### config.mk
export PLATFORM = sky130hd
export DESIGN_NAME = mia_mmd_access
export DESIGN_NICKNAME = d
export VERILOG_FILES = /design/src/mia_pkg.sv /design/src/mia_mmd_access.sv /design/src/mia_mdio_frame.sv
export SDC_FILE = /design/constraint.sdc
export NUM_CORES = 2
export LEC_CHECK = 0
export ABC_AREA = 1
export CAP_MARGIN = 20
export CELL_PAD_IN_SITES_DETAIL_PLACEMENT = 0
export CELL_PAD_IN_SITES_GLOBAL_PLACEMENT = 2
export CORE_MARGIN = 1
export CORE_UTILIZATION = 44
export CTS_BUF_LIST = sky130_fd_sc_hd__clkbuf_4 sky130_fd_sc_hd__clkbuf_8 sky130_fd_sc_hd__clkbuf_16
export DETAILED_ROUTE_END_ITERATION = 7
export DONT_BUFFER_PORTS = 1
export GPL_TIMING_DRIVEN = 0
export PLACE_DENSITY_LB_ADDON = 0.25
export SLEW_MARGIN = 15
export SYNTH_ARGS = -nofsm -noshare
export SYNTH_HDL_FRONTEND = slang
export SYNTH_SLANG_ARGS = --single-unit
### constraint.sdc
create_clock -name clk -period 8.5 [get_ports clk]
set_input_delay 0.425 -clock clk [delete_from_list [all_inputs] [get_ports clk]]
set_output_delay 0.425 -clock clk [all_outputs]
set_load 0.02 [all_outputs]
### src/mia_pkg.sv
// package for the indirect extended-register access block: offsets, fields,
// reset values, function codes and frame sizes shared by the design files.
// assumes a single 125 MHz clock domain; the management clock arrives as a pin.
`default_nettype none
package mia_pkg;
  typedef logic [15:0] mia_word_t;                            // one 16-bit management word
  typedef logic [4:0]  mia_regad_t;                           // five-bit register address
  typedef logic [1:0]  mia_func_t;                            // access function field

  // direct management register offsets
  localparam mia_regad_t MIA_OFS_MMD_ACCESS_CONTROL = 5'h0D;  // access-control register
  localparam mia_regad_t MIA_OFS_MMD_ADDRESS_DATA   = 5'h0E;  // address/data register

  // access-control field positions
  localparam int MIA_FUNC_HI  = 15;                           // function field top bit
  localparam int MIA_FUNC_LO  = 14;                           // function field low bit
  localparam int MIA_DEVAD_HI = 4;                            // device-address top bit
  localparam int MIA_DEVAD_LO = 0;                            // device-address low bit

  // device address that is honoured
  localparam mia_regad_t MIA_DEVAD_VENDOR = 5'h1F;            // all ones

  // function encodings
  localparam mia_func_t MIA_FN_ADDR   = 2'h0;                 // pointer access
  localparam mia_func_t MIA_FN_DATA   = 2'h1;                 // data, no increment
  localparam mia_func_t MIA_FN_INC_RW = 2'h2;                 // data, increment on reads and writes
  localparam mia_func_t MIA_FN_INC_WR = 2'h3;                 // data, increment on writes only

  // reset values
  localparam mia_word_t MIA_ACR_RST = 16'h0000;               // access control after reset
  localparam mia_word_t MIA_PTR_RST = 16'h0000;               // extended pointer after reset
  localparam mia_word_t MIA_MEM_RST = 16'h0000;               // register storage after reset

  // extended space layout
  localparam mia_word_t MIA_STD_REGS  = 16'h0020;             // pointer values below this hit direct regs
  localparam mia_word_t MIA_EXT_BASE  = 16'h0020;             // first extended storage address
  localparam int        MIA_EXT_DEPTH = 64;                   // extended storage words
  localparam int        MIA_STD_DEPTH = 32;                   // direct register count

  // serial frame sizes and opcodes
  localparam logic [5:0] MIA_PRE_ONES  = 6'h20;               // preamble ones needed
  localparam logic [4:0] MIA_HDR_LAST  = 5'h0C;               // last header bit index (13 bits)
  localparam logic [4:0] MIA_DATA_LAST = 5'h0F;               // last data bit index
  localparam logic [1:0] MIA_OP_RD     = 2'h2;                // read opcode
  localparam logic [1:0] MIA_OP_WR     = 2'h1;                // write opcode

  typedef enum logic [1:0] {MIA_FR_PRE, MIA_FR_HDR, MIA_FR_TA, MIA_FR_DATA} mia_frame_e;
endpackage
`default_nettype wire

### src/mia_mmd_access.sv
// top of the indirect extended-register access block: the direct register
// bank behind the serial management port plus the pointer-based extended space.
// assumes the port address strap is static while reset is low and after it.
//
// Function
// - access control at 0x0D, address/data at 0x0E
// - standard regs indirect too, except those two
// - access control bits 4:0 select device
// - only device address all ones is honoured
// - bits 15:14 pick address/data/increment function
// - function 00 reaches the address pointer
// - function 01 reaches pointed register, pointer kept
// - function 10 increments after reads and writes
// - function 11 increments after writes only
// - address function reads return current pointer
// - 0x401F writes rewrite the same register
// - 0x401F reads keep returning same register
// - 0x801F/0xC01F writes walk upward through addresses
// - 0x801F reads walk upward through addresses
// - direct frames address 32 sixteen-bit registers
`default_nettype none
module mia_mmd_access (
  input  wire logic                clk,            // 125 MHz
  input  wire logic                reset_n,        // synchronous, active low
  input  wire logic                mdc,            // management clock pin
  input  wire logic                mdio_i,         // management data pin level
  output logic                     mdio_o,         // management data out
  output logic                     mdio_oe,        // management data enable
  input  wire mia_pkg::mia_regad_t phy_addr_strap, // port address strap
  output mia_pkg::mia_word_t       ext_pointer     // current extended pointer
);
  import mia_pkg::*;

  mia_word_t  mmd_access_control_q;                // access-control register
  mia_word_t  ext_ptr_q;                           // extended-address pointer
  mia_word_t  rd_data_q;                           // read answer to the frame engine
  mia_word_t  std_q [MIA_STD_DEPTH];               // plain direct registers
  mia_word_t  ext_q [MIA_EXT_DEPTH];               // extended register storage
  mia_regad_t phy_addr_q;                          // captured strap
  logic       strap_done_q;                        // strap captured
  logic       rd_req;                              // read header accepted
  logic       rd_done;                             // read frame complete
  logic       wr_req;                              // write frame complete
  mia_regad_t reg_addr;                            // frame register address
  mia_word_t  wr_data;                             // frame write data
  mia_func_t  func;                                // current function field
  logic       devad_ok;                            // device address honoured
  logic       ad_hit;                              // frame targets address/data, device honoured

  // pointer value lands in the direct registers other than the two access registers
  function automatic logic is_std(input mia_word_t p);
    is_std = (p < MIA_STD_REGS) && (p[4:0] != MIA_OFS_MMD_ACCESS_CONTROL)
             && (p[4:0] != MIA_OFS_MMD_ADDRESS_DATA);
  endfunction

  // pointer value lands in the extended storage window
  function automatic logic is_ext(input mia_word_t p);
    is_ext = (p >= MIA_EXT_BASE) && (16'(p - MIA_EXT_BASE) < 16'(MIA_EXT_DEPTH));
  endfunction

  // serial frame decode and answer
  mia_mdio_frame u_frame (
    .clk      (clk),
    .reset_n  (reset_n),
    .mdc      (mdc),
    .mdio_i   (mdio_i),
    .mdio_o   (mdio_o),
    .mdio_oe  (mdio_oe),
    .phy_addr (phy_addr_q),
    .rd_req   (rd_req),
    .rd_done  (rd_done),
    .wr_req   (wr_req),
    .reg_addr (reg_addr),
    .wr_data  (wr_data),
    .rd_data  (rd_data_q)
  );

  // strap capture in the first cycle after reset release
  always_ff @(posedge clk) begin
    if (!reset_n) begin
      strap_done_q <= 1'b0;
      phy_addr_q   <= 5'h00;
    end else if (!strap_done_q) begin
      strap_done_q <= 1'b1;
      phy_addr_q   <= phy_addr_strap;
    end
  end

  assign func        = mmd_access_control_q[MIA_FUNC_HI:MIA_FUNC_LO];
  assign devad_ok    = mmd_access_control_q[MIA_DEVAD_HI:MIA_DEVAD_LO] == MIA_DEVAD_VENDOR;
  assign ad_hit      = (reg_addr == MIA_OFS_MMD_ADDRESS_DATA) && devad_ok;
  assign ext_pointer = ext_ptr_q;

  // access-control register, written only by a direct frame
  always_ff @(posedge clk) begin
    if (!reset_n) begin
      mmd_access_control_q <= MIA_ACR_RST;
    end else if (wr_req && reg_addr == MIA_OFS_MMD_ACCESS_CONTROL) begin
      mmd_access_control_q <= wr_data;
    end
  end

  // extended pointer: load, post-increment with 16-bit wrap
  always_ff @(posedge clk) begin
    if (!reset_n) begin
      ext_ptr_q <= MIA_PTR_RST;
    end else if (wr_req && ad_hit) begin
      if (func == MIA_FN_ADDR) begin
        ext_ptr_q <= wr_data;
      end else if (func != MIA_FN_DATA) begin
        ext_ptr_q <= ext_ptr_q + 16'h0001;
      end
    end else if (rd_done && ad_hit && func == MIA_FN_INC_RW) begin
      ext_ptr_q <= ext_ptr_q + 16'h0001;
    end
  end

  // register storage: direct writes and data-function writes through the pointer
  always_ff @(posedge clk) begin
    if (!reset_n) begin
      for (int i = 0; i < MIA_STD_DEPTH; i++) begin
        std_q[i] <= MIA_MEM_RST;
      end
      for (int j = 0; j < MIA_EXT_DEPTH; j++) begin
        ext_q[j] <= MIA_MEM_RST;
      end
    end else if (wr_req) begin
      if (reg_addr != MIA_OFS_MMD_ACCESS_CONTROL && reg_addr != MIA_OFS_MMD_ADDRESS_DATA) begin
        std_q[reg_addr] <= wr_data;
      end else if (ad_hit && func != MIA_FN_ADDR) begin
        if (is_std(ext_ptr_q)) begin
          std_q[ext_ptr_q[4:0]] <= wr_data;
        end else if (is_ext(ext_ptr_q)) begin
          ext_q[6'(ext_ptr_q - MIA_EXT_BASE)] <= wr_data;
        end
      end
    end
  end

  // read answer captured when a read header is accepted
  always_ff @(posedge clk) begin
    if (!reset_n) begin
      rd_data_q <= MIA_MEM_RST;
    end else if (rd_req) begin
      if (reg_addr == MIA_OFS_MMD_ACCESS_CONTROL) begin
        rd_data_q <= mmd_access_control_q;
      end else if (reg_addr != MIA_OFS_MMD_ADDRESS_DATA) begin
        rd_data_q <= std_q[reg_addr];
      end else if (!devad_ok) begin
        rd_data_q <= MIA_MEM_RST;
      end else if (func == MIA_FN_ADDR) begin
        rd_data_q <= ext_ptr_q;
      end else if (is_std(ext_ptr_q)) begin
        rd_data_q <= std_q[ext_ptr_q[4:0]];
      end else if (is_ext(ext_ptr_q)) begin
        rd_data_q <= ext_q[6'(ext_ptr_q - MIA_EXT_BASE)];
      end else begin
        rd_data_q <= MIA_MEM_RST;
      end
    end
  end
endmodule
`default_nettype wire

### src/mia_mdio_frame.sv
// serial management frame engine: samples the management clock and data pins,
// decodes clause 22 frames and hands register reads and writes to the bank.
// assumes mdc is far slower than clk (at least four clk cycles per half period).
`default_nettype none
module mia_mdio_frame (
  input  wire logic                clk,       // 125 MHz
  input  wire logic                reset_n,   // synchronous, active low
  input  wire logic                mdc,       // management clock pin
  input  wire logic                mdio_i,    // management data pin level
  output logic                     mdio_o,    // data driven on the pin
  output logic                     mdio_oe,   // high while driving
  input  wire mia_pkg::mia_regad_t phy_addr,  // this port's address
  output logic                     rd_req,    // pulse: read header accepted
  output logic                     rd_done,   // pulse: read frame finished
  output logic                     wr_req,    // pulse: write frame finished
  output mia_pkg::mia_regad_t      reg_addr,  // register of current frame
  output mia_pkg::mia_word_t       wr_data,   // write data
  input  wire mia_pkg::mia_word_t  rd_data    // read data, valid a cycle after rd_req
);
  import mia_pkg::*;

  logic [2:0]  mdc_sync_q;                  // mdc synchroniser
  logic [2:0]  mdio_sync_q;                 // mdio synchroniser
  logic        mdc_lvl_q;                   // filtered mdc level
  logic        mdio_lvl_q;                  // filtered mdio level
  logic        rise;                        // mdc rising edge seen
  mia_frame_e  state_q;                     // frame position
  logic [4:0]  cnt_q;                       // bit counter
  logic [5:0]  ones_q;                      // preamble ones seen
  logic [12:0] hdr_q;                       // header shift
  logic [12:0] hdr_d;                       // header including current bit
  logic        is_rd_q;                     // frame is a read to us
  logic        is_wr_q;                     // frame is a write to us
  logic [15:0] in_q;                        // incoming data shift
  logic [15:0] out_q;                       // outgoing data shift

  // three-stage sampling; a change counts when stages two and three agree
  always_ff @(posedge clk) begin
    if (!reset_n) begin
      mdc_sync_q  <= 3'h0;
      mdio_sync_q <= 3'h7;
      mdc_lvl_q   <= 1'b0;
      mdio_lvl_q  <= 1'b1;
    end else begin
      mdc_sync_q  <= {mdc_sync_q[1:0], mdc};
      mdio_sync_q <= {mdio_sync_q[1:0], mdio_i};
      if (mdc_sync_q[1] == mdc_sync_q[2]) begin
        mdc_lvl_q <= mdc_sync_q[2];
      end
      if (mdio_sync_q[1] == mdio_sync_q[2]) begin
        mdio_lvl_q <= mdio_sync_q[2];
      end
    end
  end

  assign rise  = mdc_sync_q[1] & mdc_sync_q[2] & ~mdc_lvl_q;
  assign hdr_d = {hdr_q[11:0], mdio_lvl_q};

  // frame sequencer: preamble, start, opcode, port and register address, turnaround, data
  always_ff @(posedge clk) begin
    if (!reset_n) begin
      state_q  <= MIA_FR_PRE;
      cnt_q    <= 5'h00;
      ones_q   <= 6'h00;
      hdr_q    <= 13'h0000;
      is_rd_q  <= 1'b0;
      is_wr_q  <= 1'b0;
      in_q     <= 16'h0000;
      reg_addr <= 5'h00;
      wr_data  <= 16'h0000;
      rd_req   <= 1'b0;
      rd_done  <= 1'b0;
      wr_req   <= 1'b0;
    end else begin
      rd_req  <= 1'b0;
      rd_done <= 1'b0;
      wr_req  <= 1'b0;
      if (rise) begin
        unique case (state_q)
          MIA_FR_PRE: begin
            if (mdio_lvl_q) begin
              if (ones_q != MIA_PRE_ONES) begin
                ones_q <= ones_q + 6'h01;
              end
            end else begin
              ones_q <= 6'h00;
              if (ones_q == MIA_PRE_ONES) begin
                state_q <= MIA_FR_HDR;
                cnt_q   <= 5'h00;
              end
            end
          end
          MIA_FR_HDR: begin
            hdr_q <= hdr_d;
            cnt_q <= cnt_q + 5'h01;
            if (cnt_q == MIA_HDR_LAST) begin
              // the five-bit address field picks one of 32 word registers
              state_q  <= MIA_FR_TA;
              cnt_q    <= 5'h00;
              reg_addr <= hdr_d[4:0];
              is_rd_q  <= hdr_d[12] && hdr_d[9:5] == phy_addr && hdr_d[11:10] == MIA_OP_RD;
              is_wr_q  <= hdr_d[12] && hdr_d[9:5] == phy_addr && hdr_d[11:10] == MIA_OP_WR;
              rd_req   <= hdr_d[12] && hdr_d[9:5] == phy_addr && hdr_d[11:10] == MIA_OP_RD;
            end
          end
          MIA_FR_TA: begin
            cnt_q <= cnt_q + 5'h01;
            if (cnt_q[0]) begin
              state_q <= MIA_FR_DATA;
              cnt_q   <= 5'h00;
            end
          end
          MIA_FR_DATA: begin
            cnt_q <= cnt_q + 5'h01;
            in_q  <= {in_q[14:0], mdio_lvl_q};
            if (cnt_q == MIA_DATA_LAST) begin
              state_q <= MIA_FR_PRE;
              wr_data <= {in_q[14:0], mdio_lvl_q};
              wr_req  <= is_wr_q;
              rd_done <= is_rd_q;
            end
          end
        endcase
      end
    end
  end

  // read answer: release first turnaround bit, drive zero, then sixteen data bits
  always_ff @(posedge clk) begin
    if (!reset_n) begin
      mdio_o  <= 1'b1;
      mdio_oe <= 1'b0;
      out_q   <= 16'h0000;
    end else if (rise && is_rd_q) begin
      if (state_q == MIA_FR_TA && !cnt_q[0]) begin
        mdio_oe <= 1'b1;
        mdio_o  <= 1'b0;
      end else if (state_q == MIA_FR_TA) begin
        mdio_o <= rd_data[15];
        out_q  <= {rd_data[14:0], 1'b0};
      end else if (state_q == MIA_FR_DATA && cnt_q == MIA_DATA_LAST) begin
        mdio_oe <= 1'b0;
        mdio_o  <= 1'b1;
      end else if (state_q == MIA_FR_DATA) begin
        mdio_o <= out_q[15];
        out_q  <= {out_q[14:0], 1'b0};
      end
    end
  end
endmodule
`default_nettype wire

==> impl_metrics.json <==
{
  "cts_sinks": 1691,
  "crit_type": "register to register",
  "grt_setup_unrepaired": "false",
  "netlist.area_leader.share": 0.5779,
  "cp_max_fo": 13,
  "fin_nets": 9087,
  "ys.flop_type": "edfxtp_1",
  "cts_resized": 0,
  "cap_violations": 0,
  "grt_max_degree": 17,
  "drc": 0,
  "grt_antenna_before_repair": 18,
  "viasPerCell": 6.156,
  "routed_wl_mm": 400.9,
  "numPortBuffers": 0,
  "slew-limit-headroom": 0.1131,
  "maxSlewViolCount": 0,
  "first_iter_violations": 10970,
  "start_util": 0.4449,
  "synth_area_sq_mm": 0.07982,
  "critPathRequiredTime_ps": 9060,
  "die_w_um": 427.9,
  "wl_per_cell_um": 34.64,
  "fillers": 16860,
  "vias": 71260,
  "ios": 27,
  "drive_gt1_frac": 0.06355,
  "min_path_cells": 1,
  "htreeDepth": 4,
  "grt_pass1_vias": 65530,
  "setup_slack_ps": 2060,
  "clkLatencyLatePin_ps": 880,
  "fin_crit_sh": 0.7577,
  "finalSetupViolations": 0,
  "synthCells": 8807,
  "fp.coreArea_sq_mm": 0.1794,
  "postCtsSetupRepairBufs": 0,
  "cts_buffers": 186,
  "p_leak_nw": 30.41,
  "synthesis.area_per_instance_sq_um": 9.063,
  "async_reset_ff_frac": 0,
  "synth_area_leaders": "edfxtp_1 (58%), nand2_1 (10%), nor2_1 (8.3%), nand3_1 (7.0%), dfxtp_1 (3.9%)",
  "worstHoldPathType": "input pin to register",
  "num_rows": 155,
  "yosysSeqAreaShare": 0.6168,
  "cellPowerDensity_mw_per_mm2": 206.1,
  "multi_input_area_sq_mm": 0.02682,
  "synth-warning-count": 0,
  "gr-total-overflow": 0,
  "place_hpwl_mm": 294.9,
  "seq_area_sq_mm": 0.04923,
  "synth-edff-count": 1536,
  "grt_pass1_wl_mm": 537.2,
  "ys_seq_elements": 1691,
  "antenna_left": 0,
  "worstRegToRegCells": 14,
  "dr.pass1.iters": 8,
  "worstSetupStartpointType": "register",
  "grt_use_total": 0.4281,
  "skew_ps": 47.91,
  "arrival_ps": 7000,
  "clock_path_buffers": 3,
  "cp-end-kind": "register",
  "clk_pin_slew_ps": 60,
  "die_area_sq_mm": 0.1831,
  "clock.fmax_mhz": 155.3,
  "cts_tree": "yes",
  "worstMarginPinSlew_ps": 1330,
  "ir_drop_uv": 207.4,
  "gp_congestion": 1.076,
  "die_h_um": 427.9,
  "syn-num-nets": 8834,
  "dp_worst_setup_slack_ps": 2579,
  "synthToLayoutAreaGrowth_pct": 12.59,
  "yosys.area.top_type": "edfxtp_1",
  "synth_cell_types": 38,
  "timing.final.crit_period_ps": 6440,
  "timing.hold.ws_ps": 132.7,
  "status": "complete, no violations",
  "hold_viol": 0,
  "root_buffer": "clkbuf_16",
  "tns_ps": 0,
  "final_util": 0.5010
}
[final cells by class]
type / count / share of cell area
plain buffers: 714 / 0.03187
flip-flops and latches: 1691 / 0.5478
well taps: 2355 / 0.03279
multi-input cells: 6144 / 0.2985
diodes: 15 / 0.0004177
inverters: 258 / 0.01078
repair buffers: 65 / 0.009746
clock buffers: 230 / 0.05626
clock inverters: 103 / 0.01188
[metrics by stage]
stage	std cells	area, sq um	power, mW
2_1_floorplan	8807	79820	10.00
3_5_place_dp	11200	83400	10.29
4_1_cts	11550	89610	18.44
5_1_grt	11560	89830	18.83
3_3_place_gp	11160	82760	10.27
6_report	11580	89870	18.52
[kinds of logic (layout without fill, tap and decap cells)]
kind of cell,Yosys count,after routing,share of synthesized area
other cells,0,15,0
simple gates,5284,5284,0.2758
fa+ha+maj,18,18,0.002822
xor+xnor,12,12,0.001317
flops,1691,1691,0.6168
compound gates,830,830,0.05571
buf+inv,972,1370,0.04758
[path summary, 6_finish.rpt]
path	endpoint	slack (ps)	from
max	std_q[4][13]	2060	ext_pointer[0]
min reg2reg	u_frame.mdio_sync_q[1]	420	u_frame.mdio_sync_q[0]
min	strap_done_q	130	reset_n
max reg2reg	std_q[4][13]	2060	ext_pointer[0]
[repair_timing]
| item | CTS | global route |
|---|---|---|
| endpoints found under the setup margin | 0 | 0 |
| hold buffers | 8 | 0 |
| hold endpoints to repair | 8 | 0 |
[worst max-delay path: stages (launching register included)]
cell and delay (ps):
dfxtp_1 510, inv_2 390, clkbuf_1 350, clkbuf_1 460, ha_1 240, o21ai_0 100
nand2_2 220, nor2_2 100, a21oi_1 890, inv_1 470, nor2_1 560, nand2_1 470
clkbuf_1 530, nand2_1 540, buf_8 260
[synthesized netlist by cell type (2+ instances only)]
master / count
nand2_1: 2140
nor2_1: 1767
edfxtp_1: 1536
nand3_1: 1118
clkbuf_1: 570
o21ai_0: 346
a21oi_1: 344
inv_1: 227
dfxtp_1: 155
nand4_1: 136
nand2_2: 81
o211ai_1: 76
buf_1: 74
buf_2: 59
a31oi_1: 29
inv_2: 25
o22ai_1: 21
ha_1: 18
xor2_1: 12
nor3_4: 11
nor3_1: 10
buf_6: 9
nand3b_1: 7
a211oi_1: 6
clkinv_1: 6
nor2_2: 6
or2_2: 4
buf_4: 2
nor2_4: 2
o21a_1: 2
[layer usage]
metal,GRT usage,part of all wire
met4,0.3622,0.098
met1,0.5199,0.36
met5,0,0.00016
met2,0.6542,0.44
met3,0.08990,0.11
[placed cells by master, fill, tap and decap left out, drive strengths merged]
master,netlist,layout
nand4,136,136
nand3,1118,1118
clkinv,6,81
or2,4,4
a21oi,345,345
ha,18,18
nor4,1,1
inv,252,259
o31ai,1,1
buf,144,201
a31oi,29,29
dlygate4sd3,0,8
a211oi,6,6
edfxtp,1536,1536
bufinv,0,18
dfxtp,155,155
o21a,2,2
nor2,1775,1775
nor3,21,21
o21ai,346,346
o32ai,1,1
nand2,2221,2221
diode,0,15
o21bai,1,1
nand3b,7,7
o2111ai,1,1
o22ai,21,21
nor3b,1,1
clkinvlp,0,3
o311ai,1,1
clkbuf,570,800
xor2,12,12
o211ai,76,76
[report_power, final]
part           internal, mW  total (mW)  leakage [nW]  switching (mW)
Sequential             9.43        9.57          15.8           0.146
Clock                  4.77        8.37          3.05            3.60
Combinational         0.126       0.580          11.5           0.453
Total                  14.3        18.5          30.4            4.20
[state kept, by name, indices dropped and copies added, names as in the netlist, 2 cells and up, named ones only]
register              count
mmd_access_control_q     16
phy_addr_q                5
u_frame.out_q            15
u_frame.mdio_sync_q       3
rd_data_q                16
u_frame.hdr_q            12
ext_q                  1024
u_frame.cnt_q             5
u_frame.reg_addr          5
std_q                   512
u_frame.mdc_sync_q        3
u_frame.wr_data          16
u_frame.ones_q            6
u_frame.in_q             15
u_frame.state_q           2
ext_pointer              16
Power figures use the tool's default switching activity.
